--- config.mk ---
export PLATFORM = sky130hd
export DESIGN_NAME = scc_regs
export DESIGN_NICKNAME = d
export VERILOG_FILES = /design/src/inc/scc_pkg.sv /design/src/verilog/scc_regs.sv
export SDC_FILE = /design/constraint.sdc
export NUM_CORES = 1
export LEC_CHECK = 0
export ABC_AREA = 1
export CAP_MARGIN = 15
export CORE_MARGIN = 5
export CORE_UTILIZATION = 65
export CTS_BUF_LIST = sky130_fd_sc_hd__clkbuf_8
export DETAILED_ROUTE_END_ITERATION = 10
export DONT_BUFFER_PORTS = 1
export PLACE_DENSITY = 0.81
export SYNTH_ARGS = -nofsm -noshare
export SYNTH_HDL_FRONTEND = slang
export SYNTH_SLANG_ARGS = --single-unit
export TNS_END_PERCENT = 50
--- constraint.sdc ---
create_clock -name i_clk -period 2.4 [get_ports i_clk]
set_input_delay 0.48 -clock i_clk [delete_from_list [all_inputs] [get_ports i_clk]]
set_output_delay 0.48 -clock i_clk [all_outputs]
set_load 0.01 [all_outputs]
--- src/inc/scc_pkg.sv ---
// Package of constants and types for the coprocessor register bank.
// Operation
// - Auxiliary identity register reads as all zeros.
// - Auxiliary identity read uses opcode1 1, c0, c0, opcode2 7.
// - All three registers are accessible only from privileged modes.
// - Auxiliary identity is one copy common to both security states.
// - Cache size select is banked; the access state picks the copy.
// - Select bit 0: one picks instruction cache, zero picks data cache.
// - Cache level bits 3 to 1 read zero and ignore writes.
// - Cache size select uses opcode1 2, c0, c0, opcode2 0.
// - Size identity top nibble is 0010 for instruction, 0111 for data.
// - User mode access to system control raises undefined instruction.
// - Secure privileged write with write-disable high is undefined.
// - Writes to read-only system control bits leave them unchanged.
// - System control keeps banked bits per security state.
// - Bit 30 picks the instruction state used on exception entry.
// - Bit 30 is loaded from the exception-state init pin at reset.
// - Bit 29 enables the access flag; resets to zero.
// - Bit 28 enables memory attribute remap; resets to zero.
// - Exception entry copies bit 25 into the status endian bit.
// - Table walks use the byte order given by bit 25.
// - System control uses opcode1 0, c1, c0, opcode2 0.
package scc_pkg;
	// ****************************************************************
	// Instruction field encodings
	// ****************************************************************
	localparam logic [3:0] SCC_CP_NUM       = 4'hF;
	localparam logic [2:0] SCC_OP1_AUXID    = 3'h1;
	localparam logic [2:0] SCC_OP2_AUXID    = 3'h7;
	localparam logic [2:0] SCC_OP1_CSSEL    = 3'h2;
	localparam logic [2:0] SCC_OP2_CSSEL    = 3'h0;
	localparam logic [2:0] SCC_OP1_SYSCTL   = 3'h0;
	localparam logic [2:0] SCC_OP2_SYSCTL   = 3'h0;
	localparam logic [3:0] SCC_CRN_C0       = 4'h0;
	localparam logic [3:0] SCC_CRN_C1       = 4'h1;
	localparam logic [3:0] SCC_CRM_C0       = 4'h0;
	localparam logic [4:0] SCC_MODE_USER    = 5'h10;

	// ****************************************************************
	// Field positions and reset values
	// ****************************************************************
	localparam int         SCC_SEL_IND_BIT  = 0;
	localparam int         SCC_SC_TE_BIT    = 30;
	localparam int         SCC_SC_AFE_BIT   = 29;
	localparam int         SCC_SC_TRE_BIT   = 28;
	localparam int         SCC_SC_EXCEPTION_ENDIAN    = 25;
	localparam logic [3:0] SCC_CSID_TOP_I   = 4'h2;
	localparam logic [3:0] SCC_CSID_TOP_D   = 4'h7;
	localparam logic       SCC_AFE_RST      = 1'h0;
	localparam logic       SCC_TRE_RST      = 1'h0;
	localparam logic       SCC_EE_RST       = 1'h0;
	localparam logic       SCC_IND_RST      = 1'h0;

	// Register selected by a decoded instruction.
	typedef enum logic [3:0] {
		SCC_REG_NONE  = 4'h1,
		SCC_REG_AUXID = 4'h2,
		SCC_REG_CSSEL = 4'h4,
		SCC_REG_SCTL  = 4'h8
	} scc_reg_t;
endpackage : scc_pkg

--- src/verilog/scc_regs.sv ---
// Coprocessor register bank: auxiliary identity, cache select, control.
`timescale 1ns/1ps
`default_nettype none
module scc_regs (
	input  wire logic             i_clk,
	input  wire logic             i_rst_n,
	input  wire logic             i_exception_state_init_pin,
	input  wire logic             i_secure_coproc_write_disable,
	input  wire logic             i_req,
	input  wire logic             i_wr,
	input  wire logic [3:0]       i_cp_num,
	input  wire logic [2:0]       i_op1,
	input  wire logic [3:0]       i_crn,
	input  wire logic [3:0]       i_crm,
	input  wire logic [2:0]       i_op2,
	input  wire logic [4:0]       i_mode,
	input  wire logic             i_secure,
	input  wire logic [31:0]      i_wdata,
	input  wire logic             i_exc_entry,
	output logic                  o_ack,
	output logic                  o_undef,
	output logic [31:0]           o_rdata,
	output logic [3:0]            o_csid_top,
	output logic                  o_exception_state_select,
	output logic                  o_access_flag_enable,
	output logic                  o_attr_remap_enable,
	output logic                  o_exception_endian,
	output logic                  o_walk_big_endian,
	output logic                  o_status_endian_bit,
	output logic                  o_status_endian_load
);
	import scc_pkg::*;

	// ****************************************************************
	// Decode
	// ****************************************************************
	// Decodes the instruction fields to one register.
	function automatic scc_reg_t scc_decode(input logic [3:0] cp,
		input logic [2:0] o1, input logic [3:0] n, input logic [3:0] m,
		input logic [2:0] o2);
		scc_reg_t r;
		r = SCC_REG_NONE;
		if (cp == SCC_CP_NUM && m == SCC_CRM_C0) begin
			if (n == SCC_CRN_C0 && o1 == SCC_OP1_AUXID &&
				o2 == SCC_OP2_AUXID)
				r = SCC_REG_AUXID;
			else if (n == SCC_CRN_C0 && o1 == SCC_OP1_CSSEL &&
				o2 == SCC_OP2_CSSEL)
				r = SCC_REG_CSSEL;
			else if (n == SCC_CRN_C1 && o1 == SCC_OP1_SYSCTL &&
				o2 == SCC_OP2_SYSCTL)
				r = SCC_REG_SCTL;
		end
		return r;
	endfunction : scc_decode

	scc_reg_t sel;
	logic     priv;
	logic     illegal;
	logic     do_wr;

	// Access checks: privilege, secure write disable, read-only register.
	always_comb begin
		sel     = scc_decode(i_cp_num, i_op1, i_crn, i_crm, i_op2);
		priv    = (i_mode != SCC_MODE_USER);
		illegal = 1'b0;
		case (sel)
			SCC_REG_AUXID: illegal = !priv || i_wr;
			SCC_REG_CSSEL: illegal = !priv;
			SCC_REG_SCTL:  illegal = !priv ||
				(i_wr && i_secure && i_secure_coproc_write_disable);
			SCC_REG_NONE:  illegal = 1'b1;
			default:       illegal = 1'b1;
		endcase
		do_wr = i_req && i_wr && !illegal;
	end

	// ****************************************************************
	// Storage
	// ****************************************************************
	// Banked copies, index 1 is secure, index 0 non-secure.
	logic [1:0] ind_r;
	logic [1:0] te_r;
	logic [1:0] afe_r;
	logic [1:0] tre_r;
	logic [1:0] ee_r;
	logic [1:0] te_init_r;
	logic       bank;

	assign bank = i_secure;

	// Cache select copies; only the selection bit is stored.
	always_ff @(posedge i_clk) begin
		if (!i_rst_n) begin
			ind_r <= {2{SCC_IND_RST}};
		end else if (do_wr && sel == SCC_REG_CSSEL) begin
			ind_r[bank] <= i_wdata[SCC_SEL_IND_BIT];
		end
	end

	// Exception-state bit reset loads from the pin level.
	always_ff @(posedge i_clk) begin
		if (!i_rst_n) begin
			te_init_r <= 2'h3; // Marks that the pin must be captured.
		end else begin
			te_init_r <= 2'h0;
		end
	end

	// Control bits 29, 28, 25 per bank; bit 30 is stored in the next block.
	always_ff @(posedge i_clk) begin
		if (!i_rst_n) begin
			afe_r <= {2{SCC_AFE_RST}};
			tre_r <= {2{SCC_TRE_RST}};
			ee_r  <= {2{SCC_EE_RST}};
		end else if (do_wr && sel == SCC_REG_SCTL) begin
			afe_r[bank] <= i_wdata[SCC_SC_AFE_BIT];
			tre_r[bank] <= i_wdata[SCC_SC_TRE_BIT];
			ee_r[bank]  <= i_wdata[SCC_SC_EXCEPTION_ENDIAN];
		end
	end

	// Exception-state bit: pin level caught at the first edge after reset.
	always_ff @(posedge i_clk) begin
		if (!i_rst_n) begin
			te_r <= 2'h0;
		end else if (te_init_r[0]) begin
			te_r <= {2{i_exception_state_init_pin}};
		end else if (do_wr && sel == SCC_REG_SCTL) begin
			te_r[bank] <= i_wdata[SCC_SC_TE_BIT];
		end
	end

	// ****************************************************************
	// Read path and response
	// ****************************************************************
	logic [31:0] rd_nxt;

	// Read value; reserved and read-only bits assemble as zero.
	always_comb begin
		rd_nxt = 32'h0;
		case (sel)
			SCC_REG_AUXID: rd_nxt = 32'h0;
			SCC_REG_CSSEL: rd_nxt[SCC_SEL_IND_BIT] = ind_r[bank];
			SCC_REG_SCTL: begin
				rd_nxt[SCC_SC_TE_BIT]  = te_r[bank];
				rd_nxt[SCC_SC_AFE_BIT] = afe_r[bank];
				rd_nxt[SCC_SC_TRE_BIT] = tre_r[bank];
				rd_nxt[SCC_SC_EXCEPTION_ENDIAN]  = ee_r[bank];
			end
			SCC_REG_NONE: rd_nxt = 32'h0;
			default:      rd_nxt = 32'h0;
		endcase
	end

	// One-cycle answer after each request.
	always_ff @(posedge i_clk) begin
		if (!i_rst_n) begin
			o_ack   <= 1'b0;
			o_undef <= 1'b0;
			o_rdata <= 32'h0;
		end else begin
			o_ack   <= i_req;
			o_undef <= i_req && illegal;
			o_rdata <= (i_req && !i_wr && !illegal) ? rd_nxt : 32'h0;
		end
	end

	// Size identity top nibble follows the current-state selection.
	always_ff @(posedge i_clk) begin
		if (!i_rst_n) begin
			o_csid_top <= SCC_CSID_TOP_D;
		end else begin
			o_csid_top <= ind_r[bank] ? SCC_CSID_TOP_I
				: SCC_CSID_TOP_D;
		end
	end

	// Control bit outputs for the current security state.
	always_comb begin
		o_exception_state_select = te_r[bank];
		o_access_flag_enable     = afe_r[bank];
		o_attr_remap_enable      = tre_r[bank];
		o_exception_endian       = ee_r[bank];
		o_walk_big_endian        = ee_r[bank];
	end

	// Endian bit copied into the status register on exception entry.
	always_ff @(posedge i_clk) begin
		if (!i_rst_n) begin
			o_status_endian_bit  <= 1'b0;
			o_status_endian_load <= 1'b0;
		end else begin
			o_status_endian_bit  <= i_exc_entry ? ee_r[bank]
				: o_status_endian_bit;
			o_status_endian_load <= i_exc_entry;
		end
	end
endmodule : scc_regs
`default_nettype wire

==> results of run 1 <==
area by class of cell:
cell class | count | area [sq um] | share of cell area [%]
inverters | 31 | 116 | 8.70
well taps | 27 | 33.8 | 2.53
multi-input cells | 145 | 721 | 53.9
flip-flops and latches | 21 | 420 | 31.4
clock buffers | 3 | 41.3 | 3.09
clock inverters | 1 | 5.00 | 0.374
per-stage QoR:
step	power (mW)	utilization [%]	hold slack, ns	setup slack, ns	std cells
CTS	0.672	66.2	0.271	0.755	228
detailed placement	0.442	63.9	0.463	0.490	224
floorplan	0.474	-	0.444	0.703	232
global placement	0.438	63.9	0.452	0.592	224
global route	0.700	66.2	0.275	0.578	228
finish	0.669	66.2	0.273	0.747	228
worst paths after layout:
kind	start	endpoint	slack (ns)	cells after the start
hold / removal	i_rst_n	te_init_r[0]	0.27	1
setup / recovery	i_secure	o_attr_remap_enable	0.75	4
setup reg to reg	te_init_r[0]	te_r[0]	1.47	5
hold reg to reg	tre_r[1]	tre_r[1]	0.48	2
flip-flops by register name, indices dropped and copies added (netlist names):
name and count:
o_status_endian_bit 1, o_rdata 5, te_r 2, ee_r 2, o_csid_top 1, o_undef 1
ind_r 2, o_status_endian_load 1, o_ack 1, tre_r 2, te_init_r 1, afe_r 2
worst max-delay path, delay by kind of cell:
family                 cells  cell delay (ns)
AOI/OAI and AO/OA          1             0.11
and+or+nand+nor            1             0.32
buffers and inverters      2             0.27
logic make-up after synthesis:
group | count (synthesis)
other | 2
AND/OR/NAND/NOR | 104
buffers and inverters | 66
AO/OA/AOI/OAI | 12
flip-flops | 21
layer usage:
layer	part of all wire, %	vias up	GRT usage, %
met5	0	-	0
met1	36	507	19.9
met2	51	66	33.5
li1	-	566	-
met4	1.5	0	8.14
met3	11	5	5.28
layout by cell type (no fill, tap or decap):
| cell type | Yosys | routed |
|---|---|---|
| nand2_1 | 33 | 33 |
| a21oi_2 | 1 | 1 |
| nor3_2 | 1 | 1 |
| nor4_1 | 2 | 2 |
| nor3_1 | 1 | 1 |
| nand3_1 | 16 | 16 |
| or2_2 | 3 | 3 |
| nor2_4 | 4 | 4 |
| clkbuf_8 | 0 | 3 |
| nand4_4 | 1 | 1 |
| dfxtp_1 | 21 | 21 |
| nor2_1 | 29 | 29 |
| o22ai_1 | 2 | 2 |
| nand4_2 | 2 | 2 |
| a21oi_1 | 4 | 4 |
| clkinv_2 | 0 | 1 |
| o211ai_1 | 2 | 2 |
| nand2_2 | 4 | 4 |
| o21ai_0 | 3 | 3 |
| nor2_2 | 3 | 3 |
| clkinv_1 | 2 | 2 |
| inv_2 | 4 | 4 |
| inv_1 | 25 | 25 |
| nand4_1 | 1 | 1 |
| nand3_2 | 4 | 4 |
| conb_1 | 2 | 29 |
report_power, final:
part,total (mW),internal (mW),switching [mW],leakage [nW]
sequential,0.361,0.356,0.00522,0.171
clock,0.233,0.116,0.117,0.0255
combinational,0.0748,0.0186,0.0562,0.473
total,0.669,0.490,0.179,0.670
==> flow_summary.yaml, run 1 <==
power:
  power_leakage_nw: 0.670
  p_per_area_nw_per_um2: 500
  irDropWorstVdd_mv: 0.255
clock_network:
  insertion_delay_ns: 0.26
  cts_sinks: 21
  post-cts-setup-buffers: 0
  numCtsBuffers: 3
  root_buffer: "clkbuf_8"
  cts_tree: "built"
  cts_hold_buf: 0
  htreeDepth: 1
  clockBufferDepth: 2
  ctsResizeCount: 0
  path_clk_slew_ns: 0.08
routing:
  vias_per_cell: 5.02
  dr.first_iter.drc_count: 26
  wl_per_cell_um: 12.5
  wl_um: 2850
  drt-pass1-iter-count: 4
  drcViolationCount: 0
  via_count: 1144
  postRouteAntennaNets: 0
synthesis:
  synth_fa_ha_area_share_pct: 0
  avgSynthCellArea_sq_um: 6.87
  ys.flop_type: "dfxtp_1"
  synth_common_cells: "nand2_1 (33), buf_4 (31), nor2_1 (29)"
  synth_edf_count: 0
  synthTopCellsByArea: "dfxtp_1 (30%), buf_4 (17%), nand2_1 (8.8%)"
  yosysTopAreaCell: "dfxtp_1"
  synth-warning-count: 0
  synth.most_common_cell: "nand2_1"
  synth_top_family_by_area: "simple AND/OR/NAND/NOR gates"
  synth_xor_area_share_pct: 0
  synth_area_sq_um: 1410
  yosysTopAreaCellShare_pct: 29.9
  ys_async_sr_fraction_pct: 0
  synthSimpleGateAreaFrac_pct: 38.4
  muxShareOfSynthArea_pct: 0
  synthCells: 205
  synthDistinctLibCells: 27
  synth_compound_area_share_pct: 5.07
  ys_seq_area_share_pct: 29.9
  synth.ff_latch_count: 21
sta:
  clock_skew_ns: 0.000868
  fmax_ghz: 0.605
  setup_violations: 0
  report.final.slew_viol_count: 0
  period_minus_slack_ns: 1.65
  finalHoldViolCount: 0
  fin_setup_tns_ns: 0
  rsz0062_at_grt: "no"
  final.period_utilization_pct: 68.9
global_routing:
  grt_overflow: 0
  track_usage_pct: 18.6
  antenna_found_initial: 0
  grt_max_degree: 17
  grt_pass1_wl_um: 4820
  grt_pass1_vias: 1177
placed_design:
  io_buffer_count: 0
  gp_congestion: 0.764
  dpl.hpwl_um: 2400
  postPlaceCellArea_sq_um: 1290
floorplanning:
  initial_utilization_pct: 69.6
  fp-row-count: 16
  die_w_um: 56.5
  die_h_um: 56.5
  ioPinCount: 108
  core_sq_um: 2020
  dieArea_sq_um: 3200
critical_path:
  crit_required_ns: 1.92
  endpoint_kind: "output port"
  cp_slowest_cell: "or2_2"
  cpPeakStageDelay_ns: 0.32
  crit_fanout: 15
  cpMostUsedCell: "inv_1"
  cp-start-kind: "primary input"
  crit_arrival_ns: 1.17
  crit_chain: "inv_1 -> or2_2 -> o21ai_0 -> inv_1"
  critPathKind: "primary input to output port"
layout:
  insertedDiodeCount: 0
  n_fill_cell: 182
  fin_area_sq_um: 1340
  areaGrowthSynthToFinish_pct: -4.98
  nets: 265
  drive_gt1_share_pct: 15.4
status:
  status: "complete, no violations"
worst_hold_path:
  hold_class: "primary input to flop"
job:
  cap_viol_max_count: 0
Power figures use the tool's default switching activity.
==> run 2: changes to the inputs <==
--- a/config.mk
+++ b/config.mk
@@ -5,14 +5,14 @@
 export SDC_FILE = /design/constraint.sdc
 export NUM_CORES = 1
 export LEC_CHECK = 0
-export ABC_AREA = 1
+export ABC_AREA = 0
 export CAP_MARGIN = 15
 export CORE_MARGIN = 5
-export CORE_UTILIZATION = 65
+export CORE_UTILIZATION = 59
 export CTS_BUF_LIST = sky130_fd_sc_hd__clkbuf_8
 export DETAILED_ROUTE_END_ITERATION = 10
 export DONT_BUFFER_PORTS = 1
-export PLACE_DENSITY = 0.81
+export PLACE_DENSITY = 0.78
 export SYNTH_ARGS = -nofsm -noshare
 export SYNTH_HDL_FRONTEND = slang
 export SYNTH_SLANG_ARGS = --single-unit
==> constraint.sdc (replaced) <==
create_clock -name i_clk -period 1.3 [get_ports i_clk]
set_input_delay 0.26 -clock i_clk [delete_from_list [all_inputs] [get_ports i_clk]]
set_output_delay 0.26 -clock i_clk [all_outputs]
set_load 0.01 [all_outputs]
==> run 2 against run 1 <==
Against the previous run:
- the flow now finishes with violations (negative setup slack)
- sequential share of layout area down 1.0 points
- critical path depth up 2
- core utilization down 1.9 points
- clock-buffer cell count unchanged
- clock power up 82%
- die area up 1.4%
- flip-flop and latch count unchanged
- largest cell class unchanged
==> flow_summary.yaml, run 2 <==
layout:
  n_fill_cell: 176
  final_cell_mix: "conb_1 (29), dfxtp_1 (21), buf_4 (10), nand4_1 (7), nor2_1 (7)"
  largest_reg_flops: 5
  regMostFlops: "o_rdata"
  insertedDiodeCount: 0
  layoutNonFillerInstCount: 176
  drive_gt1_share_pct: 27.0
  final_common_cell: "conb_1"
  areaGrowthSynthToFinish_pct: 6.26
  nets: 212
  final_util_pct: 64.3
power:
  irDropWorstVdd_mv: 0.493
  p_per_area_nw_per_um2: 873
  power_leakage_nw: 0.583
  finalPower_mw: 1.21
sta:
  finalHoldViolCount: 0
  report.final.slew_viol_count: 0
  rsz0062_at_grt: "yes"
  setup_violations: 5
  fmax_ghz: 0.749
  setup_ws_ns: -0.0352
  period_minus_slack_ns: 1.34
  clock_skew_ns: 0.00225
  final.period_utilization_pct: 103
critical_path:
  crit_required_ns: 1.45
  critPathKind: "primary input to flop"
  cp-start-kind: "primary input"
  crit_chain: "nor4_4 -> buf_4 -> nand3b_1 -> o211a_1 -> o31ai_2 -> a21oi_1"
  cpPeakStageDelay_ns: 0.28
  r2r-start: "te_init_r[0]"
  path_buf_inv: 1
  cp-startpoint: "i_op1[0]"
  crit_fanout: 5
  cp_top_family: "compound AO/OA/AOI/OAI gates"
  endpoint_kind: "flop"
  cp_slowest_cell: "nor4_4"
  crit_arrival_ns: 1.48
synthesis:
  synthCells: 138
  synth.ff_latch_count: 21
  synth-warning-count: 0
  yosysTopAreaCellShare_pct: 32.3
  yosysTopAreaCell: "dfxtp_1"
  synth.most_common_cell: "buf_4"
  ys_async_sr_fraction_pct: 0
  synth_edf_count: 0
  synth_common_cells: "buf_4 (32), dfxtp_1 (21), mux2i_1 (7), nand4_1 (7), nor2_1 (7)"
  synth_area_sq_um: 1300
  avgSynthCellArea_sq_um: 9.42
  ys_seq_area_share_pct: 32.3
  ys.flop_type: "dfxtp_1"
  synthTopCellsByArea: "dfxtp_1 (32%), buf_4 (18%), mux2i_1 (5.4%)"
  synthDistinctLibCells: 41
clock_network:
  cts_hold_buf: 0
  path_clk_slew_ns: 0.08
  cts_tree: "built"
  insertion_delay_ns: 0.26
  numCtsBuffers: 3
  htreeDepth: 1
  cts_sinks: 21
  clockBufferDepth: 2
  root_buffer: "clkbuf_8"
routing:
  dr.first_iter.drc_count: 13
  postRouteAntennaNets: 0
  drcViolationCount: 0
  drt-pass1-iter-count: 4
  wl_um: 2670
  vias_per_cell: 5.52
  via_count: 972
  wl_per_cell_um: 15.2
placed_design:
  dpl.hpwl_um: 2160
  io_buffer_count: 0
  dp_cells: 169
  gp_congestion: 0.761
global_routing:
  antenna_found_initial: 0
  grt_pass1_vias: 890
  globalRouteMet1Util_pct: 18.7
  grt_max_degree: 13
  grt_overflow: 0
  met2_usage_pct: 25.1
  top_usage_layer: "met2"
  track_usage_pct: 15.4
  use_met3_pct: 4.07
  grt_pass1_wl_um: 4040
floorplanning:
  fp-row-count: 17
  die_h_um: 56.9
  ioPinCount: 108
  die_w_um: 56.9
  dieArea_sq_um: 3240
  initial_utilization_pct: 60.5
  core_sq_um: 2150
worst_hold_path:
  hold_class: "primary input to flop"
  min_from: "i_rst_n"
status:
  status: "finished with violations"
  violations: "negative setup slack"
job:
  cap_viol_max_count: 0
==> run 2: cell count changes after synthesis, sizes merged, moves of 4 or more <==
cell,before,now
nor2b,0,4
nand2,37,5
nor2,36,7
mux2,0,4
inv,29,6
nand3,20,2
mux2i,0,7
==> run 2: logic make-up (layout without fill, tap and decap cells) <==
kind of cell	count (synthesis)	count (layout)	share of synthesized area, %
simple gates	45	45	26.0
buf+inv	39	22	20.5
flops	21	21	32.3
compound gates	20	20	11.7
mux	11	11	8.85
other cells	2	29	0.578
==> run 2: per-stage QoR <==
stage	TNS, ns	hold WS [ns]	setup WS, ns	instance area [sq um]
2_1_floorplan	-1.52	0.356	-0.232	1410
4_1_cts	-0.0650	0.0578	-0.0209	1330
3_5_place_dp	-3.73	0.326	-0.319	1260
3_3_place_gp	-3.17	0.328	-0.272	1260
5_1_grt	-1.21	0.0574	-0.157	1380
6_report	-0.125	0.0575	-0.0352	1380
==> run 2: worst paths after layout <==
kind	to	slack, ns	depth (start not counted)
worst max-delay path	tre_r[1]	-0.04	6
worst min-delay path	o_csid_top[0]	0.06	1
worst max register to register	te_r[0]	0.34	4
worst min register to register	afe_r[1]	0.48	2
==> run 2: power by group <==
part           switching (mW)  leakage, nW  internal (mW)
combinational          0.0766        0.387         0.0419
sequential            0.00967        0.171          0.655
clock                   0.209       0.0255          0.213
==> run 2: cell type report <==
| cell class | count | area [sq um] | area share [%] |
|---|---|---|---|
| flip-flops and latches | 21 | 420 | 30.4 |
| inverters | 6 | 22.5 | 1.63 |
| clock buffers | 3 | 41.3 | 2.99 |
| clock inverters | 1 | 5.00 | 0.362 |
| repair buffers | 12 | 97.6 | 7.07 |
| multi-input cells | 105 | 759 | 55.0 |
| well taps | 28 | 35.0 | 2.54 |
==> run 2: timing repair <==
action	4_1_cts	5_1_grt
resized for setup	3	7
buffers inserted	1	2
pin swaps	4	8
endpoints found under the setup margin	7	15
==> run 2: worst register-to-register path: cells and delay by family (launching register included) <==
kind / cells / cell delay (ns)
compound gates: 3 / 0.36
simple gates: 1 / 0.09
flops: 1 / 0.41
==> run 2: routing by layer <==
metal	wire length, um	up-vias	share of wire (%)
li1	-	460	-
met1	1030	450	38
met2	1320	54	49
met3	274	8	10
met4	50	0	1.9
met5	0	-	0
